==> config.mk <==
export PLATFORM = sky130hd
export DESIGN_NAME = sccp_top
export DESIGN_NICKNAME = d
export VERILOG_FILES = /design/src/core/sccp_pkg.sv /design/src/core/sccp_prescale.sv /design/src/core/sccp_startup.sv /design/src/core/sccp_top.sv
export SDC_FILE = /design/constraint.sdc
export NUM_CORES = 1
export LEC_CHECK = 0
export BUFFER_PORTS_ARGS = -buffer_cell sky130_fd_sc_hd__buf_2
export CAP_MARGIN = 20
export CORE_MARGIN = 4
export CORE_UTILIZATION = 45
export DETAILED_ROUTE_END_ITERATION = 10
export GPL_TIMING_DRIVEN = 0
export PLACE_DENSITY = 0.64
export SLEW_MARGIN = 20
export SYNTH_ARGS = -nofsm -noshare
export SYNTH_HDL_FRONTEND = slang
export SYNTH_SLANG_ARGS = --single-unit
==> constraint.sdc <==
create_clock -name I_CLK_SYS -period 5.8 [get_ports I_CLK_SYS]
set_input_delay 0.29 -clock I_CLK_SYS [delete_from_list [all_inputs] [get_ports I_CLK_SYS]]
set_output_delay 0.29 -clock I_CLK_SYS [all_outputs]
set_load 0.01 [all_outputs]
==> src/core/sccp_pkg.sv <==
// Purpose: Shared constants and types for the system clock select and
//          prescale block.
// Assumes: One master clock; fuse levels are static after power-up.
// Notes:   Register indices are word addresses on the plain register port.
package sccp_pkg;

  // Register port geometry and register indices.
  localparam int unsigned ADDR_W        = 4;
  localparam int unsigned DATA_W        = 8;
  localparam logic [3:0]  ADDR_OSC_TRIM = 4'h0;
  localparam logic [3:0]  ADDR_DIV_CTRL = 4'h1;

  // Field positions.
  localparam int unsigned TRIM_MSB      = 6;
  localparam int unsigned UNLOCK_BIT    = 7;
  localparam int unsigned DIVSEL_MSB    = 3;

  // Reset and special values.
  localparam logic [6:0]  TRIM_MAX        = 7'h7F;
  localparam logic [3:0]  DIVSEL_RST_DIV1 = 4'h0;
  localparam logic [3:0]  DIVSEL_RST_DIV8 = 4'h3;
  localparam logic [3:0]  DIVSEL_MAX      = 4'h8;
  localparam logic [7:0]  UNLOCK_WORD     = 8'h80;
  localparam logic [2:0]  UNLOCK_TICKS    = 3'h4;
  localparam logic [7:0]  RD_UNMAPPED     = 8'h00;

  // Clock source fuse codes.
  localparam logic [3:0]  CKSRC_EXT_A     = 4'h0;
  localparam logic [3:0]  CKSRC_EXT_B     = 4'h1;
  localparam logic [3:0]  CKSRC_RC4_A     = 4'h2;
  localparam logic [3:0]  CKSRC_RC4_B     = 4'h3;
  localparam logic [3:0]  CKSRC_RC8_A     = 4'h4;
  localparam logic [3:0]  CKSRC_RC8_B     = 4'h5;
  localparam logic [3:0]  CKSRC_LP128K    = 4'h6;

  // Start-up delay fuse codes.
  localparam logic [1:0]  SUT_BASE        = 2'h0;
  localparam logic [1:0]  SUT_SHORT       = 2'h1;
  localparam logic [1:0]  SUT_LONG        = 2'h2;
  localparam logic [1:0]  SUT_RESERVED    = 2'h3;

  // Start-up timing in source clock and watchdog oscillator cycles.
  localparam int unsigned START_CNT_W     = 14;
  localparam int unsigned RESET_BASE_CK   = 14;
  localparam int unsigned WAKE_CK         = 6;
  localparam int unsigned WDT_SHORT_CYC   = 512;
  localparam int unsigned WDT_LONG_CYC    = 8192;

  // Prescaler counter width: enough for the largest divide of 256.
  localparam int unsigned PRESCALE_CNT_W  = 8;

  typedef enum logic [2:0] {
    SRC_EXT         = 3'h0,
    SRC_RC4M        = 3'h1,
    SRC_RC8M        = 3'h3,
    SRC_LP128K      = 3'h2,
    SRC_UNSUPPORTED = 3'h6
  } sccp_src_t;

  typedef enum logic [1:0] {
    ST_BASE = 2'b00,
    ST_EXT  = 2'b01,
    ST_RUN  = 2'b11,
    ST_WAKE = 2'b10
  } sccp_start_t;

endpackage : sccp_pkg

==> src/core/sccp_prescale.sv <==
// Purpose: Divide counter producing one enable tick per divided period.
// Assumes: div_log2 changes only in a cycle where tick is high.
// Notes:   A synchronous counter stands in for the ripple chain.
`timescale 1ns/10ps
module sccp_prescale #(
  parameter int unsigned CNT_W = sccp_pkg::PRESCALE_CNT_W
) (
  input  wire logic       i_clk,
  input  wire logic       i_rst,
  input  wire logic [3:0] i_div_log2,
  output logic            o_tick
);
  import sccp_pkg::*;

  logic [CNT_W:0]   span;
  logic [CNT_W-1:0] last;
  logic [CNT_W-1:0] cnt_q;

  // A divide of 2^CNT_W wraps to all ones in the low bits, as intended.
  assign span   = {{CNT_W{1'b0}}, 1'b1} << i_div_log2;
  assign last   = span[CNT_W-1:0] - {{(CNT_W-1){1'b0}}, 1'b1};
  assign o_tick = (cnt_q == last);

  // The count restarts on every tick, so a new setting always gets a
  // full period of its own and never a short one.
  always_ff @(posedge i_clk) begin
    if (i_rst) begin
      cnt_q <= '0;
    end else if (o_tick) begin
      cnt_q <= '0;
    end else begin
      cnt_q <= cnt_q + {{(CNT_W-1){1'b0}}, 1'b1};
    end
  end

endmodule : sccp_prescale

==> src/core/sccp_startup.sv <==
// Purpose: Reset time-out and power-down wake delay sequencer.
// Assumes: i_wdt_edge is a one-cycle pulse already synchronised.
// Notes:   The reserved delay code is treated as the longest delay.
`timescale 1ns/10ps
module sccp_startup #(
  parameter int unsigned BASE_CK  = sccp_pkg::RESET_BASE_CK,
  parameter int unsigned WAKE_CK  = sccp_pkg::WAKE_CK,
  parameter int unsigned SHORT_WD = sccp_pkg::WDT_SHORT_CYC,
  parameter int unsigned LONG_WD  = sccp_pkg::WDT_LONG_CYC
) (
  input  wire logic       i_clk,
  input  wire logic       i_rst,
  input  wire logic [1:0] i_sut,
  input  wire logic       i_wdt_edge,
  input  wire logic       i_power_down,
  output logic            o_ready
);
  import sccp_pkg::*;

  localparam logic [START_CNT_W-1:0] BASE_LAST  = START_CNT_W'(BASE_CK - 1);
  localparam logic [START_CNT_W-1:0] WAKE_LAST  = START_CNT_W'(WAKE_CK - 1);
  localparam logic [START_CNT_W-1:0] SHORT_LAST = START_CNT_W'(SHORT_WD - 1);
  localparam logic [START_CNT_W-1:0] LONG_LAST  = START_CNT_W'(LONG_WD - 1);

  sccp_start_t             state_q;
  logic [START_CNT_W-1:0]  cnt_q;
  logic [START_CNT_W-1:0]  ext_last;
  logic                    ext_none;

  always_comb begin
    ext_none = 1'b0;
    ext_last = LONG_LAST;
    case (i_sut)
      SUT_BASE:  ext_none = 1'b1;
      SUT_SHORT: ext_last = SHORT_LAST;
      default:   ext_last = LONG_LAST;
    endcase
  end

  assign o_ready = (state_q == ST_RUN);

  always_ff @(posedge i_clk) begin
    if (i_rst) begin
      state_q <= ST_BASE;
      cnt_q   <= '0;
    end else begin
      case (state_q)
        ST_BASE: begin
          if (cnt_q == BASE_LAST) begin
            cnt_q   <= '0;
            state_q <= ext_none ? ST_RUN : ST_EXT;
          end else begin
            cnt_q <= cnt_q + 1'b1;
          end
        end
        ST_EXT: begin
          if (i_wdt_edge) begin
            if (cnt_q == ext_last) begin
              cnt_q   <= '0;
              state_q <= ST_RUN;
            end else begin
              cnt_q <= cnt_q + 1'b1;
            end
          end
        end
        ST_RUN: begin
          if (i_power_down) begin
            cnt_q   <= '0;
            state_q <= ST_WAKE;
          end
        end
        default: begin
          if (!i_power_down) begin
            if (cnt_q == WAKE_LAST) begin
              cnt_q   <= '0;
              state_q <= ST_RUN;
            end else begin
              cnt_q <= cnt_q + 1'b1;
            end
          end
        end
      endcase
    end
  end

endmodule : sccp_startup

==> src/core/sccp_top.sv <==
// Purpose: System clock control: oscillator trim, source selection,
//          start-up delays and a locked, glitch-free clock prescaler.
// Assumes: I_CLK_SYS is the undivided master clock of the chosen source.
// Notes:   The divided clock leaves as an enable tick on the master clock.
`timescale 1ns/10ps

// Summary of operation
// RULE1 - Trim 0 is slowest, larger codes faster, 0x7F fastest.
// RULE2 - Reset loads the factory trim byte with no software help.
// RULE3 - Software moves trim by at most 0x20 per step.
// RULE4 - Software keeps trim under 10% above nominal during memory writes.
// RULE5 - Source code 0000 or 0001 selects the external pin clock.
// RULE6 - External clock: wake 6 cycles; reset 14, +4.1 ms, +65 ms.
// RULE7 - Source code 0110 selects the 128 kHz low-power oscillator.
// RULE8 - 128 kHz source: wake 6 cycles; reset 14, +4 ms, +64 ms.
// RULE9 - External clock changes stay under 2% and happen under reset.
// RULE10 - Prescaler works for every source and divides all core clocks.
// RULE11 - Divide changes never make a period shorter than old or new.
// RULE12 - New rate takes effect after one old and one or two new periods; here it applies from the tick ending the current old period.
// RULE13 - Prescaler counts on the master clock; its count is unreadable.
// RULE14 - Divide change: unlock write first, then value within four cycles.
// RULE15 - Unlock bit changes only when the other bits are written zero.
// RULE16 - Unlock clears after four cycles or on a divide write; no restart.
// RULE17 - Software keeps interrupts off during the unlock sequence.
// RULE18 - Reset loads divide 0000, or 0011 when the div8 fuse is set.
// RULE19 - After unlock any divide value is accepted, whatever the fuse.
// RULE20 - Divide codes 0 to 8 give 1 to 256; codes 9 to 15 reserved.
// RULE21 - Source codes 0010-0011 give RC 4 MHz, 0100-0101 RC 8 MHz.
// RULE22 - Reset extensions count 512 or 8192 watchdog oscillator cycles.
// RULE23 - A reserved divide code keeps the previous division factor.
// RULE24 - Unlock window counts divided cycles after the unlock write.
module sccp_top #(
  parameter int unsigned WDT_SHORT = sccp_pkg::WDT_SHORT_CYC,
  parameter int unsigned WDT_LONG  = sccp_pkg::WDT_LONG_CYC
) (
  input  wire logic                        I_CLK_SYS,
  input  wire logic                        I_SRST,
  input  wire logic [sccp_pkg::ADDR_W-1:0] I_ADDR,
  input  wire logic [sccp_pkg::DATA_W-1:0] I_WR_DATA,
  input  wire logic                        I_WR_STB,
  input  wire logic                        I_RD_STB,
  output logic      [sccp_pkg::DATA_W-1:0] O_RD_DATA,
  input  wire logic [6:0]                  I_FACTORY_TRIM,
  input  wire logic [3:0]                  I_CLOCK_SOURCE_FUSE,
  input  wire logic [1:0]                  I_STARTUP_DELAY_FUSE,
  input  wire logic                        I_INITIAL_DIV8_FUSE,
  input  wire logic                        I_WDT_OSC,
  input  wire logic                        I_POWER_DOWN,
  output logic      [6:0]                  O_TRIM_VALUE,
  output sccp_pkg::sccp_src_t              O_CLOCK_SOURCE,
  output logic                             O_OSC_INPUT_EN,
  output logic                             O_SYS_CLK_EN,
  output logic      [3:0]                  O_DIV_LOG2,
  output logic                             O_CLK_READY,
  output logic                             O_DIV_UNLOCKED
);
  import sccp_pkg::*;

  // Synchronisers for pins and fuse levels.
  logic [6:0]  trim_fuse_m_q;
  logic [6:0]  trim_fuse_s_q;
  logic [3:0]  src_fuse_m_q;
  logic [3:0]  src_fuse_s_q;
  logic [1:0]  sut_fuse_m_q;
  logic [1:0]  sut_fuse_s_q;
  logic        div8_fuse_m_q;
  logic        div8_fuse_s_q;
  logic        wdt_m_q;
  logic        wdt_s_q;
  logic        wdt_d_q;
  logic        wdt_edge;

  // Register state.
  logic [6:0]  trim_q;
  logic [3:0]  div_sel_q;
  logic [3:0]  div_applied_q;
  logic        unlock_q;
  logic [2:0]  unlock_cnt_q;
  logic [7:0]  rd_data_q;
  sccp_src_t   src_q;

  // Decode.
  logic        wr_trim;
  logic        wr_ctrl;
  logic        wr_unlock;
  logic        wr_divsel;
  logic        sel_legal;
  logic        tick;
  logic        ready;
  sccp_src_t   src_d;

  // Fuse levels are static, so no reset is needed on these stages.
  always_ff @(posedge I_CLK_SYS) begin
    trim_fuse_m_q <= I_FACTORY_TRIM;
    trim_fuse_s_q <= trim_fuse_m_q;
    src_fuse_m_q  <= I_CLOCK_SOURCE_FUSE;
    src_fuse_s_q  <= src_fuse_m_q;
    sut_fuse_m_q  <= I_STARTUP_DELAY_FUSE;
    sut_fuse_s_q  <= sut_fuse_m_q;
    div8_fuse_m_q <= I_INITIAL_DIV8_FUSE;
    div8_fuse_s_q <= div8_fuse_m_q;
  end

  // The watchdog oscillator is asynchronous; edges are found after the
  // second stage so the first stage feeds nothing else.
  always_ff @(posedge I_CLK_SYS) begin
    if (I_SRST) begin
      wdt_m_q <= 1'b0;
      wdt_s_q <= 1'b0;
      wdt_d_q <= 1'b0;
    end else begin
      wdt_m_q <= I_WDT_OSC;
      wdt_s_q <= wdt_m_q;
      wdt_d_q <= wdt_s_q;
    end
  end

  assign wdt_edge = wdt_s_q & ~wdt_d_q;

  // Clock source selection from the fuse code.
  always_comb begin
    if ((src_fuse_s_q == CKSRC_EXT_A) || (src_fuse_s_q == CKSRC_EXT_B)) begin
      src_d = SRC_EXT; // RULE5
    end else if ((src_fuse_s_q == CKSRC_RC4_A) ||
                 (src_fuse_s_q == CKSRC_RC4_B)) begin
      src_d = SRC_RC4M; // RULE21
    end else if ((src_fuse_s_q == CKSRC_RC8_A) ||
                 (src_fuse_s_q == CKSRC_RC8_B)) begin
      src_d = SRC_RC8M; // RULE21
    end else if (src_fuse_s_q == CKSRC_LP128K) begin
      src_d = SRC_LP128K; // RULE7
    end else begin
      src_d = SRC_UNSUPPORTED;
    end
  end

  always_ff @(posedge I_CLK_SYS) begin
    if (I_SRST) begin
      src_q <= SRC_UNSUPPORTED;
    end else begin
      src_q <= src_d;
    end
  end

  assign O_CLOCK_SOURCE = src_q;
  assign O_OSC_INPUT_EN = (src_q == SRC_EXT); // RULE5

  // Start-up delays are the same counts for the external and the 128 kHz
  // sources; the watchdog oscillator paces the long extensions.
  sccp_startup #(
    .BASE_CK  (RESET_BASE_CK),
    .WAKE_CK  (WAKE_CK),
    .SHORT_WD (WDT_SHORT),
    .LONG_WD  (WDT_LONG)
  ) u_startup (
    .i_clk        (I_CLK_SYS),
    .i_rst        (I_SRST),
    .i_sut        (sut_fuse_s_q),
    .i_wdt_edge   (wdt_edge),
    .i_power_down (I_POWER_DOWN),
    .o_ready      (ready)
  ); // RULE6 RULE8 RULE22

  assign O_CLK_READY = ready;

  // Register decode.
  always_comb begin
    wr_trim = 1'b0;
    wr_ctrl = 1'b0;
    if (I_WR_STB && (I_ADDR == ADDR_OSC_TRIM)) begin
      wr_trim = 1'b1;
    end else if (I_WR_STB && (I_ADDR == ADDR_DIV_CTRL)) begin
      wr_ctrl = 1'b1;
    end
  end

  // Only the exact unlock word sets the unlock bit.
  assign wr_unlock = wr_ctrl && (I_WR_DATA == UNLOCK_WORD); // RULE15
  assign wr_divsel = wr_ctrl && !I_WR_DATA[UNLOCK_BIT] && unlock_q; // RULE14
  assign sel_legal = (I_WR_DATA[DIVSEL_MSB:0] <= DIVSEL_MAX); // RULE20

  // Oscillator trim: reset takes the factory byte; the code drives the
  // oscillator directly, so a larger code means a faster clock.
  always_ff @(posedge I_CLK_SYS) begin
    if (I_SRST) begin
      trim_q <= trim_fuse_s_q; // RULE2
    end else if (wr_trim) begin
      trim_q <= I_WR_DATA[TRIM_MSB:0]; // RULE1
    end
  end

  assign O_TRIM_VALUE = trim_q; // RULE1

  // Unlock bit and its window. A repeated unlock write while open is
  // ignored, so the window cannot be stretched by software.
  always_ff @(posedge I_CLK_SYS) begin
    if (I_SRST) begin
      unlock_q     <= 1'b0;
      unlock_cnt_q <= 3'h0;
    end else if (wr_divsel) begin
      unlock_q     <= 1'b0; // RULE16
      unlock_cnt_q <= 3'h0;
    end else if (wr_unlock && !unlock_q) begin
      unlock_q     <= 1'b1; // RULE14
      unlock_cnt_q <= 3'h0; // RULE24
    end else if (unlock_q && tick) begin
      if (unlock_cnt_q == (UNLOCK_TICKS - 3'h1)) begin
        unlock_q     <= 1'b0; // RULE16
        unlock_cnt_q <= 3'h0;
      end else begin
        unlock_cnt_q <= unlock_cnt_q + 3'h1; // RULE24
      end
    end
  end

  assign O_DIV_UNLOCKED = unlock_q;

  // Divide select as software sees it. Reset value follows the fuse; an
  // unlocked write of a legal code is taken regardless of the fuse.
  always_ff @(posedge I_CLK_SYS) begin
    if (I_SRST) begin
      div_sel_q <= div8_fuse_s_q ? DIVSEL_RST_DIV8 : DIVSEL_RST_DIV1; // RULE18
    end else if (wr_divsel && sel_legal) begin
      div_sel_q <= I_WR_DATA[DIVSEL_MSB:0]; // RULE19
    end
  end // A reserved code leaves the factor unchanged. RULE23

  // The active factor changes only at the end of a divided period, so the
  // old period always completes and the new one starts whole.
  always_ff @(posedge I_CLK_SYS) begin
    if (I_SRST) begin
      div_applied_q <= div8_fuse_s_q ? DIVSEL_RST_DIV8 : DIVSEL_RST_DIV1;
    end else if (tick) begin
      div_applied_q <= div_sel_q; // RULE11 RULE12
    end
  end

  sccp_prescale #(
    .CNT_W (PRESCALE_CNT_W)
  ) u_prescale (
    .i_clk      (I_CLK_SYS),
    .i_rst      (I_SRST),
    .i_div_log2 (div_applied_q),
    .o_tick     (tick)
  ); // RULE10 RULE13

  assign O_DIV_LOG2   = div_applied_q; // RULE10
  assign O_SYS_CLK_EN = tick && ready; // RULE10

  // Read port: data stand in the cycle after the strobe. The counter
  // inside the prescaler has no address.
  always_ff @(posedge I_CLK_SYS) begin
    if (I_SRST) begin
      rd_data_q <= RD_UNMAPPED;
    end else if (I_RD_STB && (I_ADDR == ADDR_OSC_TRIM)) begin
      rd_data_q <= {1'b0, trim_q};
    end else if (I_RD_STB && (I_ADDR == ADDR_DIV_CTRL)) begin
      rd_data_q <= {unlock_q, 3'h0, div_sel_q}; // RULE13
    end else begin
      rd_data_q <= RD_UNMAPPED;
    end
  end

  assign O_RD_DATA = rd_data_q;

endmodule : sccp_top

After elaboration in Yosys (flattened, before gate mapping)
Index checks and enable logic that the tools add are counted.
{ "totals": {"in_bits": 32, "word_cells": 125, "register_bits": 85} }
{ "classes": {"addsub": 4, "n_mux": 37, "n_lt_le_gt_ge": 1, "eq_ne": 21, "n_reduce_logical": 35, "n_shift": 1, "bitwise_logic": 3} }
{ "ops": {"columns": ["op", "count"], "rows": [
  ["$mux W14", 6],
  ["$pmux W14 S3", 1],
  ["$mux W7", 3],
  ["$mux W4", 5],
  ["$mux W2", 8],
  ["$mux W3", 5],
  ["$add A14 B1 Y14 const B", 1],
  ["$eq A14 B13 Y1", 1],
  ["$eq A14 B3 Y1 const B", 1],
  ["$eq A14 B4 Y1 const B", 1],
  ["$mux W13", 1],
  ["$eq A4 B3 Y1 const B", 3],
  ["$logic_and A1 B1 Y1", 11],
  ["$reduce_bool A2 Y1", 5],
  ["$add A8 B1 Y8 const B", 1],
  ["$eq A4 B1 Y1 const B", 2],
  ["$eq A4 B2 Y1 const B", 2],
  ["$eq A8 B8 Y1", 1],
  ["$eq A8 B8 Y1 const B", 1],
  ["$logic_not A4 Y1", 2],
  ["$shl A1 B4 Y8 const A", 1],
  ["$sub A8 B1 Y8 const B", 1],
  ["$mux W1", 7],
  ["$ne A2 B1 Y1 const B", 3],
  ["20 further kinds", 29]
]} }

Logic depth before layout (Yosys ltp)
{ "depth": {"word_depth": 9, "ltp_mapped": 11, "depth_no_buf": 8} }

Cells and area by module
A second synthesis with hierarchy kept.
{ "unflattened": {"hier_cells": 331, "hier_area_um2": 3559.7} }
{ "modules_own_cells": {"columns": ["module", "cells_each", "area_each_um2", "n_inst"], "rows": [
  ["sccp_top", 134, 1874.3, 1],
  ["sccp_startup", 126, 1069.8, 1],
  ["sccp_prescale", 71, 615.6, 1]
]} }

Worst setup path before layout
Ideal clock, no wire load.
{ "synth_path": {"kind": "reg-to-reg", "startpoint": "register div_applied_q[3] (netlist: O_DIV_LOG2[3])", "endpoint": "register div_applied_q[0] (netlist: O_DIV_LOG2[0]), enable pin", "path_slack_ns": 2.719, "arrival_time_ns": 2.776, "n_path_buf": 3, "setup_time_ns": 0.305, "required_time_ns": 5.495, "path_stages_with_launch": 11, "cell_sequence": "edfxtp_1 buf_4 or4b_2 ha_1 buf_2 xor2_1 xnor2_1 nand4_1 nor4_1 or2_1 buf_6"} }
{ "synth_between": {"elab_chain_len": 4} }
{ "synth_lines": {"columns": ["element", "line_no", "source"], "rows": [
  ["start: declaration", "sccp_top.sv:76", "logic [3:0] div_applied_q;"],
  ["start signal: assignment", "sccp_top.sv:232", "div_applied_q <= div8_fuse_s_q ? DIVSEL_RST_DIV8 : DIVSEL_RST_DIV1;"],
  ["start signal: assignment", "sccp_top.sv:234", "div_applied_q <= div_sel_q;"],
  ["$shl A1 B4 Y8", "sccp_prescale.sv:20", "assign span = {{CNT_W{1'b0}}, 1'b1} << i_div_log2;"],
  ["$sub A8 B1 Y8", "sccp_prescale.sv:21", "assign last = span[CNT_W-1:0] - {{(CNT_W-1){1'b0}}, 1'b1};"],
  ["$eq A8 B8 Y1", "sccp_prescale.sv:22", "assign o_tick = (cnt_q == last);"],
  ["$reduce_bool A2 Y1 (no line)", null, null]
]} }
Every way passes these cells.
A chain may end at the register's enable or synchronous reset.

Final worst setup path
{ "layout_path": {"startpoint": "register div_applied_q[2] (netlist: O_DIV_LOG2[2])", "endpoint": "output port O_SYS_CLK_EN"} }
{ "layout_between": {"elab_chain_len": 4} }
{ "layout_lines": {"columns": ["element", "line_no", "source"], "rows": [
  ["$shl A1 B4 Y8", "sccp_prescale.sv:20", null],
  ["$sub A8 B1 Y8", "sccp_prescale.sv:21", null],
  ["$eq A8 B8 Y1", "sccp_prescale.sv:22", null],
  ["$logic_and A1 B1 Y1", "sccp_top.sv:248", "assign O_SYS_CLK_EN = tick && ready;"],
  ["end: declaration", "sccp_top.sv:52", "output logic O_SYS_CLK_EN,"]
]} }
Every way passes these cells.

==> metrics <==
vias in the first global route 2419; drt pass-1 iters 5; CP endpoint kind output pin; Final Net Count 442; Avg Synthesized Cell Area 10.6 um2; YS warnings 0; row cnt 32; post-cts hold buffer count 0; Post-Synthesis Cells 333; top post-synthesis cells by area dfxtp_1 40%, edfxtp_1 13%, nor2_1 3.8%; largest net degree at the start of global routing 19; top cell type's share of synthesized area 39.7%; slowest stage cell on the critical path or4b_2; largest family of logic cells by synthesized area simple AND/OR/NAND/NOR gates; clock skew 0.00989 ns; syn_nets 375; most common cell after layout, fill and taps aside dfxtp_1; RR Startpoint O_DIV_LOG2[2]$_SDFFCE_PP0P_; Yosys cell types 64; Synth Area in Compound Gates 10.1%; Initial Util 45.9%; post-detail-place hpwl 5030 um; most frequent cells in the layout 70 x dfxtp_1, 58 x buf_2, 36 x nor2_1, 18 x nand2_1, 15 x edfxtp_1; vias 2549; RSZ-0062 raised after global routing no; fill cell count 710; Area growth syn-to-layout 17.2%; cells along the critical path buf_2 > or4b_2 > ha_1 > buf_2 > xor2_1 > xnor2_1 > nand4_1 > nor4_1 > and2_1 > buf_2; Post-synth EDFFs 15; # DRC 0; Via density 5.03; later-pin clock latency in the skew report 0.35 ns; Final Hold Violating Endpoints 0; initial antenna violation count 0; Arr. time, crit path 3.36 ns; required time of the critical path 5.51 ns; static leakage 1.64 nW; number of diodes 0; root buffer cell clkbuf_8; global route overflow 0; post-synthesis xor/xnor area fraction 5.46%; Final WS setup 2.15 ns; Final setup viols 0; post-cts sizing count 0; DIE WIDTH 96.5 um; Pins Over Slew Limit 0; Fin Hold WS 0.0300 ns; Simple-Gate Fraction of Synth Area 22.5%; post-CTS setup buffers 0; Die Ht 96.5 um; cell taking the most area after synthesis dfxtp_1; fmax 0.274 GHz; Worst slew margin 57.4%; CP Launch Type flip-flop; H-tree depth 3; status finished, final reports clean; Tcrit/Tclk final 63.0%; Non-Filler Instances 507; Clock Pin Slew Worst Setup and Hold Paths 0.09 ns; IO Pins 58; setup TNS 0 ns; sequential share of the synthesized area 52.5%; CTS sink cnt 85; adder-cell share of the synthesized area 3.55%; CP dominant cell by count buf_2; placer congestion estimate 0.827; min Tclk post-route 3.65 ns; ys async rst share 0%; Power, Total 1.26 mW; mux cell area share after synthesis 2.66%; biggest cell delay along the critical path 0.62 ns; hold path start I_FACTORY_TRIM[0]; crit path kind flip-flop to output pin; IO buf count 56; Mapped Area 3530 um2; Routed WL per cell 13.3 um; Max Cap Viol 0; starting DRC count in detailed routing 64; fin util 53.8%; CTS Buf Count 9; first-pass GRT wire length 11100 um; final cell area excluding filler cells 4140 um2; Critical Path Source O_DIV_LOG2[2]$_SDFFCE_PP0P_; peak supply drop 0.000187 V; hold crit path type input port to flip-flop; Post-DP Area 3940 um2; die area 9320 um2; CTS tree yes; Main synth FF type dfxtp_1; pwr dens 304 nW/um2; Worst-Margin Slew 0.638 ns; Max Root-Sink Buffers 2; post-route ant nets 0; share of cells above drive strength 1 25.7%; total track usage 15.4%; core box area 7690 um2; dpl cells 491; crit-path max FO 10; WL final 6740 um; pre-CTS setup slack 2.49 ns; #FFs+latches synth 85
[synthesized netlist by cell type (all sizes together), types with 2 or more instances]
| cell | instances |
|---|---|
| ha | 10 |
| nand3b | 3 |
| a21oi | 6 |
| nor4b | 4 |
| inv | 12 |
| buf | 7 |
| nand2b | 5 |
| o21bai | 3 |
| nand3 | 12 |
| o21ai | 7 |
| xnor2 | 13 |
| and3 | 3 |
| or2 | 2 |
| o21a | 2 |
| dfxtp | 70 |
| nand4 | 6 |
| a211oi | 5 |
| or3 | 6 |
| nor2b | 11 |
| nor4 | 5 |
| xor2 | 9 |
| o211ai | 2 |
| edfxtp | 15 |
| and2 | 5 |
| a21o | 3 |
| nand2 | 18 |
| mux2i | 6 |
| mux2 | 3 |
| nor2 | 43 |
| nor3 | 11 |
| nor4bb | 2 |
| clkbuf | 4 |
[sequential cells by signal, indices dropped and copies added (netlist names), 3 cells and up]
name,flops
O_CLOCK_SOURCE,3
O_DIV_LOG2,4
O_RD_DATA,8
O_TRIM_VALUE,7
div_sel_q,4
src_fuse_m_q,4
src_fuse_s_q,4
trim_fuse_m_q,7
trim_fuse_s_q,7
u_prescale.cnt_q,8
u_startup.cnt_q,14
unlock_cnt_q,3
[power breakdown]
| part | switching (mW) | internal (mW) |
|---|---|---|
| sequential | 0.0295 | 0.634 |
| combinational | 0.102 | 0.0833 |
| clock | 0.235 | 0.172 |
| total | 0.367 | 0.890 |
[per-layer routing]
layer / vias to the layer above / share of wire (%) / track usage, %
met2: 38 / 48 / 25.0
li1: 1302 / - / -
met3: 8 / 3.5 / 3.80
met4: 0 / 1.1 / 5.37
met1: 1201 / 47 / 20.0
met5: - / 0 / 0
[worst paths after layout]
path / endpoint / slack, ns / cells after the start
max: O_SYS_CLK_EN / 2.15 / 10
min: trim_fuse_m_q[0]$_DFF_P_ / 0.03 / 1
max reg2reg: O_DIV_LOG2[3]$_SDFFCE_PP0P_ / 2.49 / 10
min reg2reg: div8_fuse_s_q$_DFF_P_ / 0.33 / 0
[area by class of cell]
type                            instances  area (um2)  area share, %
Tap cell                              102         128           3.09
Buffer                                 11        70.1           1.69
Inverter                               12        45.0           1.09
Sequential cell                        85        1850           44.8
Multi-Input combinational cell        225        1560           37.7
Clock buffer                            9         124           3.00
Timing Repair Buffer                   56         280           6.78
Clock inverter                          7        76.3           1.85
[cell families after synthesis]
kind of cell,count (synthesis)
simple gates,141
xor+xnor,22
buf+inv,23
mux,9
compound gates,43
fa+ha+maj,10
flops,85
[worst max-delay path, delay by kind of cell, from the launching register on]
kind | cells | cell delay, ns
XOR/XNOR | 2 | 0.32
adder cells (fa/ha/maj) | 1 | 0.21
buffers and inverters | 3 | 0.53
flip-flops | 1 | 0.51
AND/OR/NAND/NOR | 4 | 1.43
Power figures use the tool's default switching activity.
